`src/rtl/lsa_pkg.sv`:
```
// Package for the lifecycle state and access control block.
// Assumes a 32-bit APB slave with word-aligned registers.
package lsa_pkg;

  typedef enum logic [2:0]
  {
    LC_SECURE_DEV    = 3'b000,
    LC_NONSECURE_DEV = 3'b001,
    LC_DEPLOYED      = 3'b010,
    LC_DEBUG_LOCKED  = 3'b011,
    LC_BOOT_LOCKED   = 3'b100
  } lsa_lc_t;

  typedef enum logic [0:0]
  {
    SEQ_IDLE  = 1'b0,
    SEQ_ERASE = 1'b1
  } lsa_seq_t;

  // Register byte offsets.
  localparam logic [7:0] REG_CMD_OFS    = 8'h00;
  localparam logic [7:0] REG_STATUS_OFS = 8'h04;
  localparam logic [7:0] REG_DEBUG_OFS  = 8'h08;

  // Command codes written to the command register.
  localparam logic [3:0] CMD_ADVANCE     = 4'h1;
  localparam logic [3:0] CMD_ERASE_ALL   = 4'h2;
  localparam logic [3:0] CMD_DIS_ERASE   = 4'h3;
  localparam logic [3:0] CMD_INJ_SECURE  = 4'h4;
  localparam logic [3:0] CMD_INJ_NONSEC  = 4'h5;
  localparam logic [3:0] CMD_REGRESS_NS  = 4'h6;
  localparam logic [3:0] CMD_REGRESS_SEC = 4'h7;

  // Status register field positions.
  localparam int ST_STATE_LSB  = 0;
  localparam int ST_KEY_NS     = 3;
  localparam int ST_KEY_SEC    = 4;
  localparam int ST_ERASE_DIS  = 5;
  localparam int ST_PROTECT    = 6;
  localparam int ST_BUSY       = 7;
  localparam int ST_REJECT     = 8;
  localparam int ST_DBG_LSB    = 9;
  localparam int ST_ERASE_AVL  = 11;

  // Debug levels.
  localparam logic [1:0] DEBUG_REFUSED        = 2'h0;
  localparam logic [1:0] DEBUG_NONSECURE_ONLY = 2'h1;
  localparam logic [1:0] DEBUG_FULL_ACCESS    = 2'h2;

  // Serial read classes.
  localparam logic [1:0] SER_CLASS_ID     = 2'h0;
  localparam logic [1:0] SER_CLASS_NONSEC = 2'h1;
  localparam logic [1:0] SER_CLASS_SECURE = 2'h2;

  // Values after reset.
  localparam lsa_lc_t    LC_RESET_STATE = LC_SECURE_DEV;
  localparam logic [31:0] RDATA_RESET   = 32'h0000_0000;

endpackage

```
`src/rtl/lsa_flag.sv`:
```
// One sticky flag: set by hardware, optionally cleared; set wins.
// Assumes set and clear come from logic on the same clock.
`timescale 1ns/10ps
module lsa_flag
(
  input  wire logic clk_in,
  input  wire logic rst_in,
  input  wire logic ce_in,
  input  wire logic set_in,
  input  wire logic clr_in,
  output logic      flag_out
);

  logic flag_reg;

  always_ff @(posedge clk_in or posedge rst_in)
  begin
    if (rst_in)
      flag_reg <= 1'b0;
    else if (ce_in)
    begin
      // A set that meets a clear in the same cycle must not be lost.
      if (set_in)
        flag_reg <= 1'b1;
      else if (clr_in)
        flag_reg <= 1'b0;
    end
  end

  assign flag_out = flag_reg;

endmodule // lsa_flag

```
`src/rtl/lsa_lifecycle.sv`:
```
// Lifecycle state controller with full-erase and serial read gating.
// Assumes an APB master on CLK_SYS_IN and flash/auth logic on the same clock.
//
// Contract
// - Permanent block protection forbids full erase forever.
// - Accepted full erase wipes flash, enters secure development.
// - Full erase clears secure and non-secure regions.
// - Deployed with both keys regresses to either development.
// - Deployed with non-secure key only reaches non-secure.
// - Non-secure to secure development needs secure key.
// - No erase, no non-secure key: no way back.
// - Non-secure development hides secure code from readers.
// - Restricted states return only identity information.
// - Boot-locked state: no serial access, no erase.
// - Disabled full erase is never re-enabled.
// - Secure key injectable only in secure development.
// - States map to full, non-secure or refused debug.
//
// The implementer's own choices: register access over APB and the placing of the registers.
`timescale 1ns/10ps
module lsa_lifecycle
  import lsa_pkg::*;
(
  input  wire logic        CLK_SYS_IN,
  input  wire logic        SYS_RST_IN,
  input  wire logic        CE_IN,
  input  wire logic        PSEL_IN,
  input  wire logic        PENABLE_IN,
  input  wire logic        PWRITE_IN,
  input  wire logic [7:0]  PADDR_IN,
  input  wire logic [31:0] PWDATA_IN,
  output logic      [31:0] PRDATA_OUT,
  output logic             PREADY_OUT,
  output logic             PSLVERR_OUT,
  input  wire logic        PROTECT_IN,
  input  wire logic        AUTH_OK_IN,
  output logic             ERASE_REQ_OUT,
  output logic             ERASE_SEC_OUT,
  output logic             ERASE_NS_OUT,
  input  wire logic        ERASE_DONE_IN,
  input  wire logic        SER_REQ_IN,
  input  wire logic [1:0]  SER_CLASS_IN,
  output logic             SER_GRANT_OUT,
  output logic             SER_DENY_OUT,
  output logic [1:0]       DBG_LEVEL_OUT,
  output logic [2:0]       LC_STATE_OUT
);

  ////////////////////////////////////////////////////////////////////////////
  // Bus decode.

  lsa_lc_t     state_reg;
  lsa_seq_t    seq_reg;
  logic        secure_regress_key;
  logic        nonsecure_regress_key;
  logic        erase_dis;
  logic        reject_flag;
  logic        access;
  logic        wr_cmd;
  logic        wr_status;
  logic        mapped;
  logic [3:0]  cmd;
  logic        busy;
  logic        erase_avail;
  logic        ok_adv;
  logic        ok_erase;
  logic        ok_inj_s;
  logic        ok_inj_ns;
  logic        ok_reg_ns;
  logic        ok_reg_s;
  logic        accept;
  logic        do_reject;
  logic [1:0]  dbg_level;
  logic [31:0] status_word;
  logic [31:0] rdata_next;
  logic [31:0] rdata_reg;

  assign access    = CE_IN & PSEL_IN & PENABLE_IN;
  assign mapped    = (PADDR_IN == REG_CMD_OFS) | (PADDR_IN == REG_STATUS_OFS) | (PADDR_IN == REG_DEBUG_OFS);
  assign wr_cmd    = access & PWRITE_IN & (PADDR_IN == REG_CMD_OFS);
  assign wr_status = access & PWRITE_IN & (PADDR_IN == REG_STATUS_OFS);
  assign cmd       = PWDATA_IN[3:0];
  assign busy      = (seq_reg == SEQ_ERASE);

  // Zero-wait slave; unmapped addresses answer with an error.
  assign PREADY_OUT  = 1'b1;
  assign PSLVERR_OUT = PSEL_IN & PENABLE_IN & ~mapped;

  ////////////////////////////////////////////////////////////////////////////
  // Command qualification.

  // Erase is refused while PROTECT_IN reports any block permanently protected.
  assign erase_avail = ~erase_dis & ~PROTECT_IN
                     & (state_reg != LC_BOOT_LOCKED) & (state_reg != LC_DEBUG_LOCKED);

  always_comb
  begin
    ok_adv    = 1'b0;
    ok_erase  = 1'b0;
    ok_inj_s  = 1'b0;
    ok_inj_ns = 1'b0;
    ok_reg_ns = 1'b0;
    ok_reg_s  = 1'b0;
    case (cmd)
      CMD_ADVANCE:     ok_adv    = (state_reg != LC_BOOT_LOCKED);
      CMD_ERASE_ALL:   ok_erase  = erase_avail;
      CMD_DIS_ERASE:   ok_adv    = 1'b0;
      CMD_INJ_SECURE:  ok_inj_s  = (state_reg == LC_SECURE_DEV);
      CMD_INJ_NONSEC:  ok_inj_ns = (state_reg == LC_NONSECURE_DEV);
      // Regression needs the matching key and a passing challenge.
      CMD_REGRESS_NS:  ok_reg_ns = (state_reg == LC_DEPLOYED) & nonsecure_regress_key & AUTH_OK_IN;
      CMD_REGRESS_SEC: ok_reg_s  = AUTH_OK_IN
                                 & (((state_reg == LC_NONSECURE_DEV) & secure_regress_key)
                                 | ((state_reg == LC_DEPLOYED) & secure_regress_key & nonsecure_regress_key));
      default:         ok_adv    = 1'b0;
    endcase
  end

  // Nothing is taken while an erase runs or once boot access is locked.
  assign accept    = wr_cmd & ~busy & (state_reg != LC_BOOT_LOCKED)
                   & (ok_adv | ok_erase | ok_inj_s | ok_inj_ns | ok_reg_ns | ok_reg_s
                   | (cmd == CMD_DIS_ERASE));
  assign do_reject = wr_cmd & ~accept;

  ////////////////////////////////////////////////////////////////////////////
  // Lifecycle state and erase sequence.

  always_ff @(posedge CLK_SYS_IN or posedge SYS_RST_IN)
  begin
    if (SYS_RST_IN)
      state_reg <= LC_RESET_STATE;
    else if (CE_IN)
    begin
      if (busy & ERASE_DONE_IN)
        state_reg <= LC_SECURE_DEV;
      else if (accept & ok_adv)
      begin
        case (state_reg)
          LC_SECURE_DEV:    state_reg <= LC_NONSECURE_DEV;
          LC_NONSECURE_DEV: state_reg <= LC_DEPLOYED;
          LC_DEPLOYED:      state_reg <= LC_DEBUG_LOCKED;
          default:          state_reg <= LC_BOOT_LOCKED;
        endcase
      end
      else if (accept & ok_reg_ns)
        state_reg <= LC_NONSECURE_DEV;
      else if (accept & ok_reg_s)
        state_reg <= LC_SECURE_DEV;
    end
  end

  always_ff @(posedge CLK_SYS_IN or posedge SYS_RST_IN)
  begin
    if (SYS_RST_IN)
      seq_reg <= SEQ_IDLE;
    else if (CE_IN)
    begin
      case (seq_reg)
        SEQ_IDLE:  if (accept & ok_erase) seq_reg <= SEQ_ERASE;
        SEQ_ERASE: if (ERASE_DONE_IN) seq_reg <= SEQ_IDLE;
        default:   seq_reg <= SEQ_IDLE;
      endcase
    end
  end

  // The erase request is held for the whole sequence and always covers both
  // regions, so protected code in the secure region cannot survive it.
  assign ERASE_REQ_OUT = busy;
  assign ERASE_SEC_OUT = busy;
  assign ERASE_NS_OUT  = busy;

  ////////////////////////////////////////////////////////////////////////////
  // Sticky flags: keys (cleared by erase), erase disable, and the reject status (cleared by write).

  lsa_flag u_key_sec
  (
    .clk_in   (CLK_SYS_IN),
    .rst_in   (SYS_RST_IN),
    .ce_in    (CE_IN),
    .set_in   (accept & ok_inj_s),
    .clr_in   (busy & ERASE_DONE_IN),
    .flag_out (secure_regress_key)
  );

  lsa_flag u_key_ns
  (
    .clk_in   (CLK_SYS_IN),
    .rst_in   (SYS_RST_IN),
    .ce_in    (CE_IN),
    .set_in   (accept & ok_inj_ns),
    .clr_in   (busy & ERASE_DONE_IN),
    .flag_out (nonsecure_regress_key)
  );

  // No clear input is wired: disabling erase is one-way.
  lsa_flag u_erase_dis
  (
    .clk_in   (CLK_SYS_IN),
    .rst_in   (SYS_RST_IN),
    .ce_in    (CE_IN),
    .set_in   (accept & (cmd == CMD_DIS_ERASE)),
    .clr_in   (1'b0),
    .flag_out (erase_dis)
  );

  lsa_flag u_reject
  (
    .clk_in   (CLK_SYS_IN),
    .rst_in   (SYS_RST_IN),
    .ce_in    (CE_IN),
    .set_in   (do_reject),
    .clr_in   (wr_status & PWDATA_IN[ST_REJECT]),
    .flag_out (reject_flag)
  );

  ////////////////////////////////////////////////////////////////////////////
  // Debug level and serial read gating.

  always_comb
  begin
    case (state_reg)
      LC_SECURE_DEV:    dbg_level = DEBUG_FULL_ACCESS;
      LC_NONSECURE_DEV: dbg_level = DEBUG_NONSECURE_ONLY;
      default:          dbg_level = DEBUG_REFUSED;
    endcase
  end

  assign DBG_LEVEL_OUT = dbg_level;
  assign LC_STATE_OUT  = state_reg;

  logic ser_ok;
  logic grant_reg;
  logic deny_reg;

  always_comb
  begin
    case (state_reg)
      LC_SECURE_DEV:    ser_ok = 1'b1;
      LC_NONSECURE_DEV: ser_ok = (SER_CLASS_IN != SER_CLASS_SECURE);
      LC_BOOT_LOCKED:   ser_ok = 1'b0;
      default:          ser_ok = (SER_CLASS_IN == SER_CLASS_ID);
    endcase
  end

  always_ff @(posedge CLK_SYS_IN or posedge SYS_RST_IN)
  begin
    if (SYS_RST_IN)
    begin
      grant_reg <= 1'b0;
      deny_reg  <= 1'b0;
    end
    else if (CE_IN)
    begin
      grant_reg <= SER_REQ_IN & ser_ok;
      deny_reg  <= SER_REQ_IN & ~ser_ok;
    end
  end

  assign SER_GRANT_OUT = grant_reg;
  assign SER_DENY_OUT  = deny_reg;

  ////////////////////////////////////////////////////////////////////////////
  // Read data, captured in the setup phase so it is stable in the access.

  always_comb
  begin
    status_word                                = 32'h0000_0000;
    status_word[ST_STATE_LSB +: 3]             = state_reg;
    status_word[ST_KEY_NS]                     = nonsecure_regress_key;
    status_word[ST_KEY_SEC]                    = secure_regress_key;
    status_word[ST_ERASE_DIS]                  = erase_dis;
    status_word[ST_PROTECT]                    = PROTECT_IN;
    status_word[ST_BUSY]                       = busy;
    status_word[ST_REJECT]                     = reject_flag;
    status_word[ST_DBG_LSB +: 2]               = dbg_level;
    status_word[ST_ERASE_AVL]                  = erase_avail;
  end

  always_comb
  begin
    case (PADDR_IN)
      REG_STATUS_OFS: rdata_next = status_word;
      REG_DEBUG_OFS:  rdata_next = {30'h0000_0000, dbg_level};
      default:        rdata_next = RDATA_RESET;
    endcase
  end

  always_ff @(posedge CLK_SYS_IN or posedge SYS_RST_IN)
  begin
    if (SYS_RST_IN)
      rdata_reg <= RDATA_RESET;
    else if (CE_IN & PSEL_IN & ~PENABLE_IN)
      rdata_reg <= rdata_next;
  end

  assign PRDATA_OUT = rdata_reg;
endmodule // lsa_lifecycle

```
`config.mk`:
```
export PLATFORM = sky130hd
export DESIGN_NAME = lsa_lifecycle
export DESIGN_NICKNAME = d
export VERILOG_FILES = /design/src/rtl/lsa_pkg.sv /design/src/rtl/lsa_flag.sv /design/src/rtl/lsa_lifecycle.sv
export SDC_FILE = /design/constraint.sdc
export NUM_CORES = 1
export LEC_CHECK = 0
export ABC_AREA = 1
export BUFFER_PORTS_ARGS = -buffer_cell sky130_fd_sc_hd__buf_2
export CORE_UTILIZATION = 45
export CTS_CLUSTER_SIZE = 10
export DETAILED_ROUTE_END_ITERATION = 12
export GPL_TIMING_DRIVEN = 0
export PLACE_DENSITY = 0.85
export SLEW_MARGIN = 20
export SYNTH_ARGS = -nofsm -noshare
export SYNTH_HDL_FRONTEND = slang
export SYNTH_SLANG_ARGS = --single-unit
```
`constraint.sdc`:
```
create_clock -name CLK_SYS_IN -period 2.7 [get_ports CLK_SYS_IN]
set_input_delay 0.135 -clock CLK_SYS_IN [delete_from_list [all_inputs] [get_ports CLK_SYS_IN]]
set_output_delay 0.135 -clock CLK_SYS_IN [all_outputs]
set_load 0.1 [all_outputs]
```
==> results.json <==
{
  "drive_above_1_share_pct": 37.5,
  "synth-seq-cells": 22,
  "critPathMaxStageDelay_ns": 0.50,
  "crit_fanout": 8,
  "crit_end": "DBG_LEVEL_OUT[0]",
  "p_leak_nw": 1.13,
  "power_density_nw_per_um2": 435,
  "finalHoldViolCount": 0,
  "post-cts-setup-buffers": 0,
  "path_cells": "inv_2 > nand3_2 > inv_2 > buf_2",
  "crit_arrival_ns": 1.65,
  "num_vias": 1372,
  "setup_tns_ns": 0,
  "vdd_ir_drop_max_mv": 0.345,
  "drv_slew": 0,
  "dieHeight_um": 58.9,
  "pin_count": 96,
  "fin_crit_ns": 1.78,
  "fp.dieArea_sq_um": 3470,
  "antenna_found_initial": 0,
  "holdPathStages": 3,
  "postSynthCellCount": 194,
  "r2r_end": "LC_STATE_OUT[2]",
  "setup.worst_path.start": "LC_STATE_OUT[1]",
  "cts_sinks": 22,
  "required_ns": 2.57,
  "tightest_slew_ns": 0.827,
  "drt_iter0_markers": 56,
  "crit_top_cell": "inv_2",
  "worstReg2RegStart": "LC_STATE_OUT[1]",
  "grt_max_degree": 23,
  "clk_root_buffer_cell": "clkbuf_4",
  "netlist_area_sq_um": 1460,
  "cts-buffers-inserted": 3,
  "r2r_slack_ns": 1.06,
  "grt_first_pass_wirelength_um": 5200,
  "cts_max_path_buffers": 2,
  "grt_setup_unrepaired": "no",
  "end_kind": "primary output",
  "yosys_warnings": 0,
  "post_drt_wl_per_cell_um": 10.0,
  "hp-class": "in -> reg",
  "clk_pin_slew_ns": 0.11,
  "dp.final_hpwl_um": 2560,
  "core_sq_um": 3050,
  "viasPerCell": 4.45,
  "route.final.wire_length_um": 3090,
  "startpoint_type": "register",
  "ctsResizeCount": 0,
  "path_class": "reg -> out",
  "die_width_um": 58.9,
  "antenna_cells": 0,
  "synth.distinct_cells": 25,
  "fin_nets": 318,
  "place_congestion": 0.883,
  "numPortBuffers": 47,
  "worstRegToRegCells": 11,
  "grt.total_usage_pct": 19.9,
  "grt-ovfl-total": 0,
  "detail-route-antenna-nets": 0,
  "firstDrtPassIters": 4,
  "rows": 20,
  "timing.fmax_mhz": 561,
  "fin_crit_sh_pct": 66.1,
  "fin_skew_ns": 0.00542,
  "drv_cap": 0,
  "area_growth_pct": 27.8,
  "avgSynthCellArea_sq_um": 7.51,
  "relSlewSlack_pct": 44.8,
  "grt_pass1_vias": 1261,
  "crit_slowest_cell": "dfrtp_1",
  "status": "completed",
  "ys_seq_area_share_pct": 37.8,
  "cts_tree": "yes",
  "drc": 0,
  "insertion_delay_ns": 0.31,
  "setup_viol": 0,
  "fillers": 303,
  "total_power_w": 0.000811,
  "htree_levels": 1,
  "start_util_pct": 47.7
}
cells in the mapped netlist:
cell / count / area, sq um
o211ai_1: 2 / 15.0
nor2_4: 3 / 33.8
o31ai_1: 1 / 7.51
buf_4: 23 / 173
nand2_1: 46 / 173
o22ai_1: 2 / 12.5
nor3_1: 1 / 5.00
a21oi_1: 4 / 20.0
nand3_2: 6 / 60.1
nand3_1: 14 / 70.1
conb_1: 2 / 7.51
inv_2: 6 / 22.5
nor4_1: 1 / 6.26
nand2_4: 2 / 22.5
inv_1: 17 / 63.8
nand2_2: 4 / 25.0
o21ai_1: 1 / 5.00
o21ai_0: 12 / 60.1
nand3b_4: 1 / 20.0
and3b_1: 1 / 8.76
nand4_1: 1 / 6.26
clkbuf_1: 1 / 3.75
dfrtp_1: 22 / 551
nor2_1: 18 / 67.6
nor2_2: 3 / 18.8
where the power goes:
part | total (W) | switching [W] | internal (W)
clock network | 0.000148 | 0.0000960 | 0.0000521
logic | 0.000318 | 0.000256 | 0.0000623
registers | 0.000345 | 0.00000636 | 0.000338
total | 0.000811 | 0.000358 | 0.000453
cells by family after synthesis:
family	Yosys count	share of synthesized area (%)
flip-flops	22	37.8
buffers and inverters	47	18.0
AND/OR/NAND/NOR	101	35.5
AO/OA/AOI/OAI	22	8.24
other	2	0.515
how the worst min path moves through the flow:
stage,end,slack (ns),from
after floorplan,ERASE_NS_OUT,0.12,SYS_RST_IN
after global placement,PRDATA_OUT[9],0.33,SYS_RST_IN
after detailed placement,PRDATA_OUT[2],0.34,SYS_RST_IN
after CTS,SER_DENY_OUT,0.06,SER_REQ_IN
after global routing,SER_DENY_OUT,0.05,SER_REQ_IN
final,SER_DENY_OUT,0.07,SER_REQ_IN
cells in the final DEF (no fill, tap or decap):
cell type      count
a21oi_1            4
and3b_1            1
buf_2             47
buf_4             23
clkbuf_1           1
clkbuf_4           3
conb_1            21
dfrtp_1           22
dlygate4sd3_1      1
inv_1             17
inv_2              6
nand2_1           46
nand2_2            4
nand2_4            2
nand3_1           14
nand3_2            6
nand3b_4           1
nand4_1            1
nor2_1            18
nor2_2             2
nor2_4             4
nor3_1             1
nor4_2             1
o211ai_1           2
o21ai_0           12
o21ai_1            1
o22ai_1            2
o31ai_1            1
repair_timing:
| item | 4_1_cts | 5_1_grt |
|---|---|---|
| hold buffers | 1 | 0 |
| endpoints found under the hold margin | 19 | 0 |
| setup endpoints to repair | 0 | 0 |
layout make-up:
class	instances	area, sq um	share of cell area (%)
flip-flops and latches	22	551	29.5
clock buffers	3	22.5	1.21
multi-input cells	144	727	39.0
plain buffers	24	176	9.47
repair buffers	48	245	13.2
inverters	23	86.3	4.63
well taps	44	55.1	2.95
metal layers:
layer | part of all wire (%) | GRT usage (%) | wire length, um | vias up
li1 | - | - | - | 714
met1 | 44 | 25.0 | 1380 | 603
met2 | 49 | 34.9 | 1500 | 49
met3 | 5.7 | 2.86 | 176 | 6
met4 | 1.2 | 6.80 | 38 | 0
met5 | 0 | 0 | 0 | -
critical path: cells and delay by family, from the launching register on:
family / cells / cell delay, ns
buf+inv: 3 / 0.71
flops: 1 / 0.50
simple gates: 1 / 0.14
registers in the layout (all words and copies together), names as in the netlist:
| name | flops |
|---|---|
| ERASE_NS_OUT | 1 |
| LC_STATE_OUT | 3 |
| u_reject.flag_out | 1 |
| SER_GRANT_OUT | 1 |
| PRDATA_OUT | 12 |
| u_key_sec.flag_out | 1 |
| u_key_ns.flag_out | 1 |
| SER_DENY_OUT | 1 |
| u_erase_dis.flag_out | 1 |
metrics by stage:
step                setup slack [ns]  util, %  instance area [sq um]  hold WS [ns]  std cells
floorplan                      0.296        -                   1540         0.124        213
global placement                1.10     60.0                   1830         0.326        304
detailed placement              1.10     60.0                   1830         0.339        304
CTS                            0.913     61.0                   1860        0.0578        308
global route                   0.826     61.0                   1860        0.0543        308
finish                         0.917     61.0                   1860        0.0652        308
(Power assumes the default switching activity.)
